$ cat src/hw/sesmi_pkg.sv
// Constants of the sleep entry and SMI status block.
// Assumes an 8-bit register port and a 100 MHz core clock.
package sesmi_pkg;
   // Register offsets
   localparam logic [7:0] SLEEP_CONTROL_ADDR = 8'h61;
   localparam logic [7:0] SMI_STATUS_ADDR = 8'h64;
   localparam logic [7:0] SMI_ENABLE_ADDR = 8'h66;
   localparam logic [7:0] PSU_CONTROL_ADDR = 8'h68;

   // Sleep control fields
   localparam int SLEEP_TYPE_LSB = 2;
   localparam int SLEEP_TYPE_MSB = 4;
   localparam int SLEEP_ENABLE_BIT = 5;
   localparam logic [2:0] SLEEP_TYPE_S4 = 3'h6;
   localparam logic [2:0] SLEEP_TYPE_S5 = 3'h7;

   // Status and enable layout
   localparam int STS_GPIO34 = 0;
   localparam int STS_KBD = 4;
   localparam int STS_SLEEP_WRITE = 5;
   localparam int STS_RESERVED = 6;
   localparam int STS_GPIO62 = 7;

   // Power supply control fields
   localparam int PSU_TRAP_BIT = 0;
   localparam int PSU_PIN_BIT = 1;
   localparam int PSU_ASLEEP_BIT = 2;

   // Reset values
   localparam logic [7:0] SLEEP_CONTROL_RESET = 8'h00;
   localparam logic [7:0] SMI_STATUS_RESET = 8'h00;
   localparam logic [7:0] SMI_ENABLE_RESET = 8'h00;
   localparam logic [7:0] PSU_CONTROL_RESET = 8'h00;

   // Timing
   localparam int CORE_PERIOD_PS = 10000;
   localparam int RTC_PERIOD_PS = 31250000;
   localparam int SYNC_SLACK_CYCLES = 4;
   localparam int RTC_MIN_CYCLES = (RTC_PERIOD_PS + CORE_PERIOD_PS - 1)
      / CORE_PERIOD_PS;
   localparam int RTC_MAX_CYCLES = (2 * RTC_PERIOD_PS) / CORE_PERIOD_PS;

   // Sleep sequencer
   typedef enum logic [1:0] {
      SESMI_IDLE,
      SESMI_WAIT_FIRST,
      SESMI_WAIT_SECOND,
      SESMI_ASLEEP
   } sesmi_state_type;
endpackage

$ cat src/hw/sesmi_top.sv
// Sleep entry sequencer with SMI status group and register port.
// Assumes a 100 MHz core clock and a free running 32 kHz RTC clock pin.
module sesmi_top
   import sesmi_pkg::*;
#(
   parameter int RTC_MIN = sesmi_pkg::RTC_MIN_CYCLES,
   parameter int RTC_MAX = sesmi_pkg::RTC_MAX_CYCLES
) (
   // Clock and reset
   input wire logic core_clk,
   input wire logic rstn,
   // Register port
   input wire logic [7:0] reg_addr,
   input wire logic [7:0] reg_wdata,
   input wire logic reg_wr,
   input wire logic reg_rd,
   output logic [7:0] reg_rdata,
   // RTC clock pin
   input wire logic rtc_clk_32k,
   // SMI source pins
   input wire logic gpio_pin_34,
   input wire logic gpio_pin_35,
   input wire logic gpio_pin_36,
   input wire logic gpio_pin_37,
   input wire logic keyboard_port_pin,
   input wire logic gpio_pin_62,
   // Power supply on, open drain
   input wire logic power_supply_on_n_in,
   output logic power_supply_on_n_out,
   output logic power_supply_on_n_oe_n,
   // Sleep state and interrupt
   output logic [2:0] sleep_state_out,
   output logic sleeping,
   output logic smi_irq
);
   import sesmi_pkg::*;

   localparam int MIN_C = RTC_MIN;
   localparam int MAX_C = RTC_MAX + SYNC_SLACK_CYCLES;

   initial begin
      if (RTC_MIN < 1 || RTC_MAX < RTC_MIN)
         $error("sesmi_top: bad RTC cycle counts");
   end

   logic rtc_s;
   logic rtc_d;
   logic rtc_rise;
   logic [1:0] warm;
   logic [5:0] src_s;
   logic [5:0] src_d;
   logic [5:0] src_rise;
   logic pin_s;
   logic [2:0] sleep_type_field;
   logic [2:0] type_latched;
   logic sleep_trap_select;
   logic [7:0] smi_status_group7;
   logic [7:0] smi_enable_group7;
   logic [7:0] set_vec;
   logic [7:0] clr_vec;
   logic trap_pend;
   logic slp_write;
   logic wr_ctrl;
   logic wr_sts;
   logic sleep_write_smi_flag;
   logic [7:0] next_rdata;
   sesmi_state_type state;

   // Pin synchronisers
   sesmi_sync #(.WIDTH(8)) u_sync (
      .core_clk(core_clk),
      .rstn(rstn),
      .async_in({power_supply_on_n_in, rtc_clk_32k, gpio_pin_62,
         keyboard_port_pin, gpio_pin_37, gpio_pin_36, gpio_pin_35,
         gpio_pin_34}),
      .sync_out({pin_s, rtc_s, src_s})
   );

   // Edge detection on synchronised levels
   always_ff @(posedge core_clk) begin
      if (!rstn) begin
         rtc_d <= 1'b0;
         src_d <= 6'h00;
         warm <= 2'h0;
      end else begin
         rtc_d <= rtc_s;
         src_d <= src_s;
         warm <= (warm == 2'h3) ? warm : warm + 2'h1;
      end
   end

   // No edge until both flops hold real pin samples after reset
   assign rtc_rise = rtc_s & ~rtc_d & (warm == 2'h3);
   assign src_rise = src_s & ~src_d & {6{warm == 2'h3}};

   // Write decode
   assign wr_ctrl = reg_wr && (reg_addr == SLEEP_CONTROL_ADDR);
   assign wr_sts = reg_wr && (reg_addr == SMI_STATUS_ADDR);
   assign slp_write = wr_ctrl && reg_wdata[SLEEP_ENABLE_BIT];
   assign sleep_write_smi_flag = smi_status_group7[STS_SLEEP_WRITE];

   // Sleep type field and trap select
   always_ff @(posedge core_clk) begin
      if (!rstn) begin
         sleep_type_field <=
            SLEEP_CONTROL_RESET[SLEEP_TYPE_MSB:SLEEP_TYPE_LSB];
      end else if (wr_ctrl) begin
         sleep_type_field <= reg_wdata[SLEEP_TYPE_MSB:SLEEP_TYPE_LSB];
      end
   end

   always_ff @(posedge core_clk) begin
      if (!rstn) begin
         sleep_trap_select <= PSU_CONTROL_RESET[PSU_TRAP_BIT];
      end else if (reg_wr && reg_addr == PSU_CONTROL_ADDR) begin
         sleep_trap_select <= reg_wdata[PSU_TRAP_BIT];
      end
   end

   always_ff @(posedge core_clk) begin
      if (!rstn) begin
         smi_enable_group7 <= SMI_ENABLE_RESET;
      end else if (reg_wr && reg_addr == SMI_ENABLE_ADDR) begin
         smi_enable_group7 <= reg_wdata & ~(8'h01 << STS_RESERVED);
      end
   end

   // Status set and clear vectors
   assign set_vec = {src_rise[5], 1'b0, slp_write, src_rise[4],
      src_rise[3:0]};
   assign clr_vec = wr_sts ? reg_wdata : 8'h00;

   // Status bits, set wins over clear
   for (genvar i = 0; i < 8; i++) begin : g_sts
      always_ff @(posedge core_clk) begin
         if (!rstn) begin
            smi_status_group7[i] <= SMI_STATUS_RESET[i];
         end else if (set_vec[i]) begin
            smi_status_group7[i] <= 1'b1;
         end else if (clr_vec[i]) begin
            smi_status_group7[i] <= 1'b0;
         end
      end
   end

   // Trapped sleep request forces SMI until its flag clears
   always_ff @(posedge core_clk) begin
      if (!rstn) begin
         trap_pend <= 1'b0;
      end else if (slp_write && sleep_trap_select) begin
         trap_pend <= 1'b1;
      end else if (wr_sts && reg_wdata[STS_SLEEP_WRITE]) begin
         trap_pend <= 1'b0;
      end
   end

   always_ff @(posedge core_clk) begin
      if (!rstn) begin
         smi_irq <= 1'b0;
      end else begin
         smi_irq <= |(smi_status_group7 & smi_enable_group7)
            || trap_pend;
      end
   end

   // Sleep sequencer
   always_ff @(posedge core_clk) begin
      if (!rstn) begin
         state <= SESMI_IDLE;
         type_latched <= 3'h0;
      end else begin
         case (state)
            SESMI_IDLE: begin
               if (slp_write && !sleep_trap_select) begin
                  state <= SESMI_WAIT_FIRST;
                  type_latched <= reg_wdata[SLEEP_TYPE_MSB:SLEEP_TYPE_LSB];
               end
            end
            SESMI_WAIT_FIRST: begin
               if (rtc_rise) begin
                  state <= SESMI_WAIT_SECOND;
               end
            end
            SESMI_WAIT_SECOND: begin
               if (rtc_rise) begin
                  state <= SESMI_ASLEEP;
               end
            end
            SESMI_ASLEEP: begin
               state <= SESMI_ASLEEP;
            end
            default: begin
               state <= SESMI_IDLE;
            end
         endcase
      end
   end

   // Sleep outputs
   always_ff @(posedge core_clk) begin
      if (!rstn) begin
         sleep_state_out <= 3'h0;
         sleeping <= 1'b0;
      end else if (state == SESMI_WAIT_SECOND && rtc_rise) begin
         sleep_state_out <= type_latched;
         sleeping <= 1'b1;
      end
   end

   // Power supply on pin, driven low while on, floated when off
   always_ff @(posedge core_clk) begin
      if (!rstn) begin
         power_supply_on_n_out <= 1'b0;
         power_supply_on_n_oe_n <= 1'b0;
      end else begin
         power_supply_on_n_out <= 1'b0;
         if (state == SESMI_WAIT_SECOND && rtc_rise
               && (type_latched == SLEEP_TYPE_S4
               || type_latched == SLEEP_TYPE_S5)) begin
            power_supply_on_n_oe_n <= 1'b1;
         end
      end
   end

   // Read mux
   always_comb begin
      next_rdata = 8'h00;
      if (reg_rd) begin
         if (reg_addr == SLEEP_CONTROL_ADDR) begin
            next_rdata[SLEEP_TYPE_MSB:SLEEP_TYPE_LSB] =
               sleep_type_field;
         end else if (reg_addr == SMI_STATUS_ADDR) begin
            next_rdata = smi_status_group7;
         end else if (reg_addr == SMI_ENABLE_ADDR) begin
            next_rdata = smi_enable_group7;
         end else if (reg_addr == PSU_CONTROL_ADDR) begin
            next_rdata[PSU_TRAP_BIT] = sleep_trap_select;
            next_rdata[PSU_PIN_BIT] = pin_s;
            next_rdata[PSU_ASLEEP_BIT] = sleeping;
         end
      end
   end

   always_ff @(posedge core_clk) begin
      if (!rstn) begin
         reg_rdata <= 8'h00;
      end else begin
         reg_rdata <= next_rdata;
      end
   end

   // Helper: core cycles since the accepted sleep write
   logic [31:0] age;
   always_ff @(posedge core_clk) begin
      if (!rstn) begin
         age <= 32'h0;
      end else if (state == SESMI_IDLE) begin
         age <= 32'h0;
      end else if (state != SESMI_ASLEEP) begin
         age <= age + 32'h1;
      end
   end

   logic rd_ctrl_d;
   always_ff @(posedge core_clk) begin
      if (!rstn) begin
         rd_ctrl_d <= 1'b0;
      end else begin
         rd_ctrl_d <= reg_rd && reg_addr == SLEEP_CONTROL_ADDR;
      end
   end
endmodule

$ cat src/hw/sesmi_sync.sv
// Two-stage level synchroniser for a group of pins.
// Assumes inputs are asynchronous to core_clk.
module sesmi_sync #(
   parameter int WIDTH = 1
) (
   // Clock and reset
   input wire logic core_clk,
   input wire logic rstn,
   // Levels
   input wire logic [WIDTH-1:0] async_in,
   output logic [WIDTH-1:0] sync_out
);
   logic [WIDTH-1:0] stage1;

   initial begin
      if (WIDTH < 1) $error("sesmi_sync: WIDTH must be positive");
   end

   always_ff @(posedge core_clk) begin
      if (!rstn) begin
         stage1 <= '0;
         sync_out <= '0;
      end else begin
         stage1 <= async_in;
         sync_out <= stage1;
      end
   end
endmodule

$ cat config.mk
export PLATFORM = sky130hd
export DESIGN_NAME = sesmi_top
export DESIGN_NICKNAME = d
export VERILOG_FILES = /design/src/hw/sesmi_pkg.sv /design/src/hw/sesmi_top.sv /design/src/hw/sesmi_sync.sv
export SDC_FILE = /design/constraint.sdc
export NUM_CORES = 1
export LEC_CHECK = 0
export ABC_AREA = 1
export BUFFER_PORTS_ARGS = -buffer_cell sky130_fd_sc_hd__buf_2
export CAP_MARGIN = 5
export CELL_PAD_IN_SITES_DETAIL_PLACEMENT = 0
export CELL_PAD_IN_SITES_GLOBAL_PLACEMENT = 1
export CORE_MARGIN = 10
export CORE_UTILIZATION = 45
export CTS_BUF_LIST = sky130_fd_sc_hd__clkbuf_2 sky130_fd_sc_hd__clkbuf_4 sky130_fd_sc_hd__clkbuf_8
export DETAILED_ROUTE_END_ITERATION = 10
export HOLD_SLACK_MARGIN = 0.15
export PLACE_DENSITY = 0.87
export REMOVE_ABC_BUFFERS = 1
export SYNTH_ARGS = -nofsm -noshare
export SYNTH_HDL_FRONTEND = slang
export SYNTH_SLANG_ARGS = --single-unit
$ cat constraint.sdc
create_clock -name core_clk -period 2.9 [get_ports core_clk]
set_clock_uncertainty 0.05 [all_clocks]
set_input_delay 0.58 -clock core_clk [delete_from_list [all_inputs] [get_ports core_clk]]
set_output_delay 0.58 -clock core_clk [all_outputs]
set_load 0.05 [all_outputs]
# Yosys cells after proc, flatten, opt, wreduce, memory -nomap -nowiden
# Index checks and enable logic that the tools add are counted.
totals:
  regBits: 63
  latch_bits: 0
  mem_bits_rw: 0
  rom_bits: 0
  out_inout_bits: 15
  n_memories: 0
classes:
  add_sub_neg: 1
  mul: 0
  div_mod_pow: 0
  order_cmp: 0
  eq_ne: 13
  shifts: 0
  n_mux: 26
  bitwise_logic: 9
  n_reduce_logical: 28
op_table:
  columns: ["operator", "count"]
  rows:
  - ["$eq A8 B7 Y1 const B", 4]
  - ["$mux W1", 16]
  - ["$mux W8", 2]
  - ["$reduce_bool A2 Y1", 8]
  - ["$and A6 B6 Y6", 2]
  - ["$logic_and A1 B1 Y1", 10]
  - ["$mux W3", 3]
  - ["$and A8 B8 Y8", 1]
  - ["$pmux W2 S4", 1]
  - ["$reduce_or A8 Y1", 1]
  - ["$eq A2 B2 Y1 const B", 3]
  - ["$eq A3 B3 Y1 const B", 2]
  - ["$mux W2", 3]
  - ["$ne A2 B2 Y1 const B", 3]
  - ["$not A6 Y6", 1]
  - ["$mux W5", 1]
  - ["$reduce_and A2 Y1", 2]
  - ["$reduce_or A4 Y1", 1]
  - ["$not A1 Y1", 3]
  - ["$reduce_and A3 Y1", 1]
  - ["$reduce_or A3 Y1", 1]
  - ["$add A2 B1 Y2 const B", 1]
  - ["$and A1 B1 Y1", 2]
  - ["$eq A2 B1 Y1 const B", 1]
  - ["3 further kinds", 4]

# Depth between registers and ports, before layout
# Gate-level depths: netlist (run 1).
logic_depth:
  ltp_word: 6
  ltp_mapped: 10

# Cells and area by module
# A second synthesis (run 1) with hierarchy kept.
hier_totals:
  hier_cells: 312
  area_unflattened_um2: 2442.3
modules_own_cells:
  columns: ["module", "n_inst", "cells_per_inst", "area_per_inst_um2", "seq_area_each_um2"]
  rows:
  - ["sesmi_top", 1, 262, 1958.1, 920.9]
  - ["sesmi_sync", 1, 50, 484.2, 320.3]

# Worst setup path after synthesis (run 1)
# Ideal clock, no wire load.
synth_path:
  kind: "input to register"
  startpoint: "input reg_addr[5]"
  endpoint: "register reg_rdata[2]"
  t_arrival_ns: 1.309
  path_slack_ns: 1.429
  path_stages: 7
  cell_sequence: "nand2_1 -> nor2_2 -> nand3_1 -> o21ai_2 -> inv_1 -> nand2_1 -> nand2_1"
synth_via:
  elab_chain_len: 5
  elab_cells_between_ends: 8
synth_rtl:
  columns: ["element", "line", "source"]
  rows:
  - ["start: declaration", "sesmi_top.sv:13", "input wire logic [7:0] reg_addr,"]
  - ["$eq A8 B7 Y1", "sesmi_top.sv:236", "end else if (reg_addr == PSU_CONTROL_ADDR) begin"]
  - ["$mux W3", "sesmi_top.sv:236", null]
  - ["$mux W3", "sesmi_top.sv:234", "end else if (reg_addr == SMI_ENABLE_ADDR) begin"]
  - ["$mux W8", "sesmi_top.sv:232", "end else if (reg_addr == SMI_STATUS_ADDR) begin"]
  - ["$mux W3 *", "sesmi_top.sv:229", "if (reg_addr == SLEEP_CONTROL_ADDR) begin"]
  - ["end signal: assignment", "sesmi_top.sv:248", "reg_rdata <= next_rdata;"]
  - ["end: declaration", "sesmi_top.sv:17", "output logic [7:0] reg_rdata,"]
# Every way passes the cells marked *; elsewhere a longest branch is shown, timed or not.
# A chain may end at the register's enable or synchronous reset.

# Worst setup path after layout (run 1)
layout_path:
  startpoint: "input reg_addr[7]"
  endpoint: "register type_latched[1]"
layout_via:
  elab_chain_len: 5
layout_rtl:
  columns: ["element", "line", "source"]
  rows:
  - ["$eq A8 B7 Y1", null, null]
  - ["$logic_and A1 B1 Y1", "sesmi_top.sv:97", "assign wr_ctrl = reg_wr && (reg_addr == SLEEP_CONTROL_ADDR);"]
  - ["$logic_and A1 B1 Y1", "sesmi_top.sv:99", "assign slp_write = wr_ctrl && reg_wdata[SLEEP_ENABLE_BIT];"]
  - ["$logic_and A1 B1 Y1", "sesmi_top.sv:174", "if (slp_write && !sleep_trap_select) begin"]
  - ["$reduce_and A2 Y1 (no line)", null, null]
  - ["end signal: assignment", "sesmi_top.sv:176", "type_latched <= reg_wdata[SLEEP_TYPE_MSB:SLEEP_TYPE_LSB];"]
  - ["end: declaration", "sesmi_top.sv:55", "logic [2:0] type_latched;"]
# Every way passes these cells.

==> summary.md, run 1 <==
| Metric | Value |
|---|---|
| R2r endpoint | `sleep_state_out[0]$_SDFFE_PN0P_` |
| CTS Buf Count | `9` |
| Register area share after synthesis | `roughly half` |
| WL met3 | `412 µm` |
| Final setup viols | `0` |
| Yosys top cell area share | `slightly above 50%` |
| Final WL | `roughly 5000 µm` |
| Crit path to | `type_latched[1]$_SDFFE_PN0P_` |
| Die width | `93.4 µm` |
| Avg Cell Area, Syn | `7.82 µm²` |
| Max-slew violation count | `0` |
| Met2 WL | `2220 µm` |
| Clock-pin slew on the worst setup and hold paths | `0.06 ns` |
| Setup ws final | `1.18 ns` |
| Top layer in use | `met4` |
| Cell count after synthesis | `310` |
| Worst hold path type | `reg2reg` |
| Non-Filler Instances | `424` |
| Number of synthesized register bits | `62` |
| Setup TNS Final | `0 ns` |
| Placed Instances | `about 410` |
| Crit share post-route | `59.4%` |
| Hpwl dp | `3660 µm` |
| Fin util | `54.7%` |
| CTS H-Tree Depth | `3` |
| Sink Count | `62` |
| Crit start category | `primary input` |
| Yosys warnings | `0` |
| Unrepaired setup endpoints after global routing | `no` |
| Yosys cell types | `27` |
| CP Class | `in2reg` |
| Core area | `approximately 5200 µm²` |
| CP arrival | `~2.0 ns` |
| Reg2reg path depth | `7` |
| Largest net degree at the start of global routing | `26` |
| Worst Tran Pin Value | `roughly 0.54 ns` |
| Reg2reg setup slack | `1.50 ns` |
| Vias | `2029` |
| Vias per cell | `between 4 and 5` |
| Fin crit period | `~1.7 ns` |
| EDFF count, synth | `0` |
| Clock Latency Late Sink | `0.34 ns` |
| # port buffers | `39` |
| Starting Density | `46.9%` |
| Post-CTS Setup Bufs | `0` |
| Share of layout cells above drive strength 1 | `a little under a fifth` |
| Static leakage | `between 1 and 1.5 nW` |
| CTS resizes | `0` |
| Total power | `between 1.5 and 2 mW` |
| I/O pins | `43` |
| Max frequency | `approximately 580 MHz` |
| Final net count | `381` |
| # rows | `26` |
| Top cells by count, synth | `72 x nand2_1, 62 x dfxtp_1, 42 x inv_1` |
| First-pass GRT wire length | `between 8000 and 9000 µm` |
| Most frequent cell after synthesis | `nand2_1` |
| Crit path required time | `3.13 ns` |
| Reg2reg start | `warm[0]$_SDFFE_PN0N_` |
| Critical Path Source | `reg_addr[7]` |
| Drt wl/cell | `12.1 µm` |
| Die height | `93.4 µm` |
| TritonCTS clock tree | `built` |
| Final Hold Viols | `0` |
| Slew headroom | `roughly 64%` |
| Pre-CTS WS | `around 0.84 ns` |
| Top cells by area, synth | `dfxtp_1 51%, nand2_1 11%, inv_1 6.5%, nand3_1 5.8%, a21oi_1 5.6%` |
| Gr usage total | `about an eighth` |
| Synth Cell Area | `~2400 µm²` |
| Crit path max fanout | `11` |
| Met1 WL | `2330 µm` |
| Power per cell area | `601 nW/µm²` |
| Largest area contributor in the netlist | `dfxtp_1` |
| Die ar. | `8720 µm²` |
| ANT nets after route | `0` |
| Number of diodes | `0` |
| Main synth FF type | `dfxtp_1` |
| Fillcell total | `505` |
| Hold buffer count at CTS | `0` |
| Pre-antenna DRT Iters | `4` |
| Initial antenna violation count | `0` |
| Max Root-Sink Buffers | `2` |
| Drt drc | `0` |
| Worst vdd ir | `0.372 mV` |
| Outcome | `complete, no violations` |
| Async set-reset flop share out of synthesis | `0%` |
| Layout area overhead | `16.8%` |
| GR Overflow Total | `0` |
| Max_cap viols | `0` |
| Root Driver | `clkbuf_8` |
| DR iter-0 viols | `200` |
| CP Capture Type | `register` |
| Routability Congestion | `between 0.8 and 0.9` |
| Number of global-route vias before repair | `1889` |
cell families (layout without fill, tap and decap cells):
logic type	Yosys count	after routing	share of synthesized area [%]
xor+xnor	1	1	0.361
compound gates	39	39	8.83
simple gates	150	150	28.8
fa+ha+maj	1	1	0.516
flops	62	62	51.2
other cells	1	2	0.155
buf+inv	56	99	10.2
final cells by class:
class,count,area (µm²),area share [%]
Clock buffer,11,145,5.13
Clock inverter,2,35.0,1.24
Inverter,44,165,5.83
Multi-Input combinational cell,193,940,33.2
Sequential cell,62,1240,43.8
Tap cell,70,87.6,3.09
Timing Repair Buffer,42,218,7.69
cells in the final DEF, fill, tap and decap left out, drive strengths merged:
| master | n |
|---|---|
| nand2 | 72 |
| dfxtp | 62 |
| inv | 44 |
| buf | 42 |
| nor2 | 31 |
| nand3 | 28 |
| a21oi | 27 |
| nand4 | 11 |
| clkbuf | 11 |
| o21ai | 7 |
| nor3b | 6 |
| nor3 | 2 |
| conb | 2 |
| a221oi | 1 |
| a211oi | 1 |
| o211a | 1 |
| a31oi | 1 |
| o211ai | 1 |
| xor2 | 1 |
| ha | 1 |
| clkinv | 1 |
| bufinv | 1 |
layer usage:
layer,GRT usage [%],vias to the layer above
li1,-,1064
met1,14.3,897
met2,19.0,58
met3,4.56,10
met4,8.87,0
met5,0,-
flip-flops by register name, indices dropped and copies added, names as in the netlist:
register	count
u_sync.stage1	8
u_sync.sync_out	8
reg_rdata	7
smi_enable_group7	7
smi_status_group7	6
src_d	6
sleep_state_out	3
sleep_type_field	3
type_latched	3
state	2
warm	2
power_supply_on_n_oe_n	1
rtc_d	1
sleep_trap_select	1
sleep_write_smi_flag	1
sleeping	1
smi_irq	1
trap_pend	1
power by group:
| part | switching, mW | internal [mW] |
|---|---|---|
| logic | 0.0694 | 0.0352 |
| registers | 0.0101 | 0.876 |
| clock network | 0.299 | 0.414 |
| total | 0.378 | 1.32 |
how the worst min path moves through the flow:
| stage | from | to | slack [ns] | cells past startpoint |
|---|---|---|---|---|
| finish | u_sync.stage1[3]$_SDFF_PN0_ | u_sync.sync_out[3]$_SDFF_PN0_ | 0.36 | 2 |
| global route | power_supply_on_n_in | u_sync.stage1[7]$_SDFF_PN0_ | 0.38 | 3 |
| CTS | keyboard_port_pin | u_sync.stage1[4]$_SDFF_PN0_ | 0.36 | 3 |
| detailed placement | u_sync.stage1[4]$_SDFF_PN0_ | u_sync.sync_out[4]$_SDFF_PN0_ | 0.35 | 2 |
| global placement | u_sync.stage1[5]$_SDFF_PN0_ | u_sync.sync_out[5]$_SDFF_PN0_ | 0.34 | 2 |
| floorplan | u_sync.stage1[0]$_SDFF_PN0_ | u_sync.sync_out[0]$_SDFF_PN0_ | 0.34 | 2 |
per-stage QoR:
stage	cell area [µm²]	hold slack (ns)
floorplan	2350	0.340
global placement	2650	0.343
detailed placement	2650	0.348
CTS	2830	0.357
global route	2830	0.375
finish	2830	0.361
critical path: stages:
cell     delay (ns)
buf_2          0.10
nor2_1         0.09
nand2_1        0.13
nor2_2         0.47
nand4_2        0.30
nand2_1        0.14
nand2_1        0.06
nor2_1         0.08
No activity file was read; power rests on OpenSTA's default activity.
==> run 2: changes to the inputs <==
ABC_AREA = 0   (was 1)
CORE_UTILIZATION = 44   (was 45)
PLACE_DENSITY = 0.81   (was 0.87)
clock period = 1.64 ns   (was 2.9 ns; I/O delays follow)
==> run 2 against run 1 <==
Effect of this change:
- non-clock buffer count up 14
- register-to-register slack worse by 1.2 ns
- die area about the same
- flip-flop and latch count unchanged
- sequential power up 76%
- hold slack worse by 0.16 ns
- setup slack worse by 0.92 ns
- via count down 10%
- highest routed layer unchanged
- cell area up 4.7%
- synthesized area down 2.3%
- final cell count down 14%
==> summary.md, run 2 <==
| Metric | Value |
|---|---|
| Number of synthesized register bits | `62` |
| Static leakage | `1.22 nW` |
| DR iter-0 viols | `100` |
| CP Class | `reg2out` |
| Max-slew violation count | `0` |
| Pre-antenna DRT Iters | `5` |
| Max frequency | `721 MHz` |
| Worst hold path type | `in2reg` |
| Vias | `1816` |
| EDFF count, synth | `0` |
| Top cells by area, synth | `dfxtp_1 52%, mux2i_1 7.2%, and2_1 6.1%, nand2_1 5.1%, nor4b_1 2.6%` |
| Share of layout cells above drive strength 1 | `24.7%` |
| Commonest non-fill, non-tap cell in the layout | `dfxtp_1` |
| Unrepaired setup endpoints after global routing | `no` |
| Net Sw Power | `0.690 mW` |
| Most frequent cell after synthesis | `dfxtp_1` |
| CP peak stage delay | `0.39 ns` |
| Crit path max fanout | `3` |
| CTS H-Tree Depth | `3` |
| Register area share after synthesis | `approximately 52%` |
| Worst vdd ir | `roughly 0.65 mV` |
| Sw frac | `21.6%` |
| Crit path required time | `1.26 ns` |
| Yosys warnings | `0` |
| Fillcell total | `446` |
| WP buf/inv | `1` |
| Fin crit period | `approximately 1.4 ns` |
| CTS Buf Count | `9` |
| Main synth FF type | `dfxtp_1` |
| Final setup viols | `0` |
| Hpwl dp | `3570 µm` |
| Cell count after synthesis | `between 200 and 250` |
| Post-CTS Setup Bufs | `0` |
| I/O pins | `43` |
| Max Root-Sink Buffers | `2` |
| Slowest cell on the critical path | `dfxtp_1` |
| Final WL | `approximately 5000 µm` |
| Layout area overhead | `25.2%` |
| Slew headroom | `66.1%` |
| Clk network pwr share | `45.0%` |
| Die width | `slightly above 90 µm` |
| Async set-reset flop share out of synthesis | `0%` |
| Crit start category | `register` |
| Clock-pin slew on the worst setup and hold paths | `0.07 ns` |
| Gr usage total | `12.1%` |
| Worst Tran Pin Value | `0.507 ns` |
| Synth Cell Area | `2370 µm²` |
| Number of diodes | `0` |
| TritonCTS clock tree | `built` |
| # rows | `26` |
| First-pass GRT wire length | `approximately 8500 µm` |
| Power share of the sequential group | `48.6%` |
| Critical path, cell by cell | `buf_2` |
| CP arrival | `1.01 ns` |
| Starting Density | `45.8%` |
| Max_cap viols | `0` |
| Avg Cell Area, Syn | `10.0 µm²` |
| Final Hold Viols | `0` |
| Outcome | `complete, no violations` |
| Reg2reg setup slack | `0.30 ns` |
| Drt wl/cell | `13.6 µm` |
| Largest net degree at the start of global routing | `32` |
| Number of global-route vias before repair | `between 1500 and 2000` |
| Power per cell area | `around 1100 nW/µm²` |
| Drt drc | `0` |
| Routability Congestion | `0.760` |
| Crit share post-route | `a little over four fifths` |
| Initial antenna violation count | `0` |
| GR Overflow Total | `0` |
| Yosys cell types | `38` |
| Core area | `5170 µm²` |
| Comb pwr share | `between 6 and 7%` |
| Int Pwr | `2.51 mW` |
| Most frequent cells in the layout | `62 x dfxtp_1, 39 x buf_2, 32 x nand2_1` |
| Total power | `about 3.2 mW` |
| Setup TNS Final | `0 ns` |
| CP Capture Type | `output port` |
| Die height | `93.4 µm` |
| Vias per cell | `4.98` |
| Top cells by count, synth | `62 x dfxtp_1, 32 x nand2_1, 23 x and2_1` |
| # port buffers | `39` |
| Root Driver | `clkbuf_8` |
| ANT nets after route | `0` |
| Die ar. | `8720 µm²` |
| Final net count | `between 300 and 400` |
| Largest area contributor in the netlist | `dfxtp_1` |
| CP delay by family, top | `flip-flops` |
| Sink Count | `62` |
| Largest registers | `u_sync.stage1: 8 flops, u_sync.sync_out: 8 flops` |
| Yosys top cell area share | `between 50% and 60%` |
| Clock Latency Late Sink | `0.32 ns` |
## run 2: cell types whose count changed after synthesis, moves of 8 or more
| cell | before | now |
|---|---|---|
| nand2_1 | 72 | 32 |
| nand3_1 | 28 | 7 |
| and2_1 | 0 | 23 |
| inv_1 | 42 | 2 |
| nor2_1 | 25 | 8 |
| nand4_1 | 10 | 2 |
| mux2i_1 | 0 | 17 |
| a21oi_1 | 27 | 7 |
## run 2: per-layer routing
layer	track usage (%)	up-vias	share of wire [%]
li1	-	932	-
met4	6.56	0	1.0
met1	15.1	823	48
met3	4.72	4	9.1
met5	0	-	0
met2	17.6	57	42
## run 2: cell type report
| cell class | count | area (µm²) | share of cell area (%) |
|---|---|---|---|
| well taps | 70 | 87.6 | 2.95 |
| repair buffers | 56 | 355 | 12.0 |
| clock buffers | 10 | 131 | 4.43 |
| inverters | 3 | 11.3 | 0.380 |
| clock inverters | 6 | 86.3 | 2.91 |
| multi-input cells | 158 | 1050 | 35.5 |
| flip-flops and latches | 62 | 1240 | 41.9 |
## run 2: logic make-up (layout without fill, tap and decap cells)
| family | count (synthesis) | after routing | share of synthesized area (%) |
|---|---|---|---|
| xor+xnor | 1 | 1 | 0.370 |
| compound gates | 29 | 29 | 7.34 |
| other cells | 1 | 2 | 0.158 |
| simple gates | 103 | 103 | 26.3 |
| flops | 62 | 62 | 52.4 |
| mux | 22 | 22 | 9.56 |
| fa+ha+maj | 1 | 1 | 0.528 |
| buf+inv | 17 | 75 | 3.33 |
## run 2: repair_timing
item	4_1_cts	5_1_grt
endpoints found under the hold margin	8	0
resized for setup	0	0
endpoints found under the setup margin	0	0
hold buffers	8	0
## run 2: worst paths after layout
| path | from | end | cells after the start |
|---|---|---|---|
| setup reg to reg | sleep_trap_select$_SDFFE_PN0P_ | type_latched[1]$_SDFFE_PN0P_ | 3 |
| setup / recovery | sleeping$_SDFFE_PN0P_ | sleeping | 1 |
| hold reg to reg | u_sync.stage1[1]$_SDFF_PN0_ | u_sync.sync_out[1]$_SDFF_PN0_ | 1 |
| hold / removal | reg_wdata[7] | smi_enable_group7[7]$_SDFFE_PN0P_ | 3 |
## run 2: power by group through the flow
| stage | clock network, mW | registers, mW | logic (mW) |
|---|---|---|---|
| floorplan | 0 | 1.59 | 0.0917 |
| global placement | 0 | 1.59 | 0.187 |
| detailed placement | 0 | 1.59 | 0.192 |
| CTS | 1.48 | 1.56 | 0.207 |
| global route | 1.55 | 1.56 | 0.228 |
| finish | 1.44 | 1.56 | 0.205 |
## run 2: per-stage QoR
step	utilization, %	instances	setup slack [ns]	hold slack [ns]	cell area (µm²)
3_3_place_gp	51.6	341	0.0938	0.363	2670
2_1_floorplan	-	223	0.163	0.362	2300
4_1_cts	57.3	365	0.222	0.185	2970
5_1_grt	57.3	365	0.144	0.194	2970
3_5_place_dp	51.6	341	0.0735	0.371	2670
6_report	57.3	365	0.254	0.205	2970
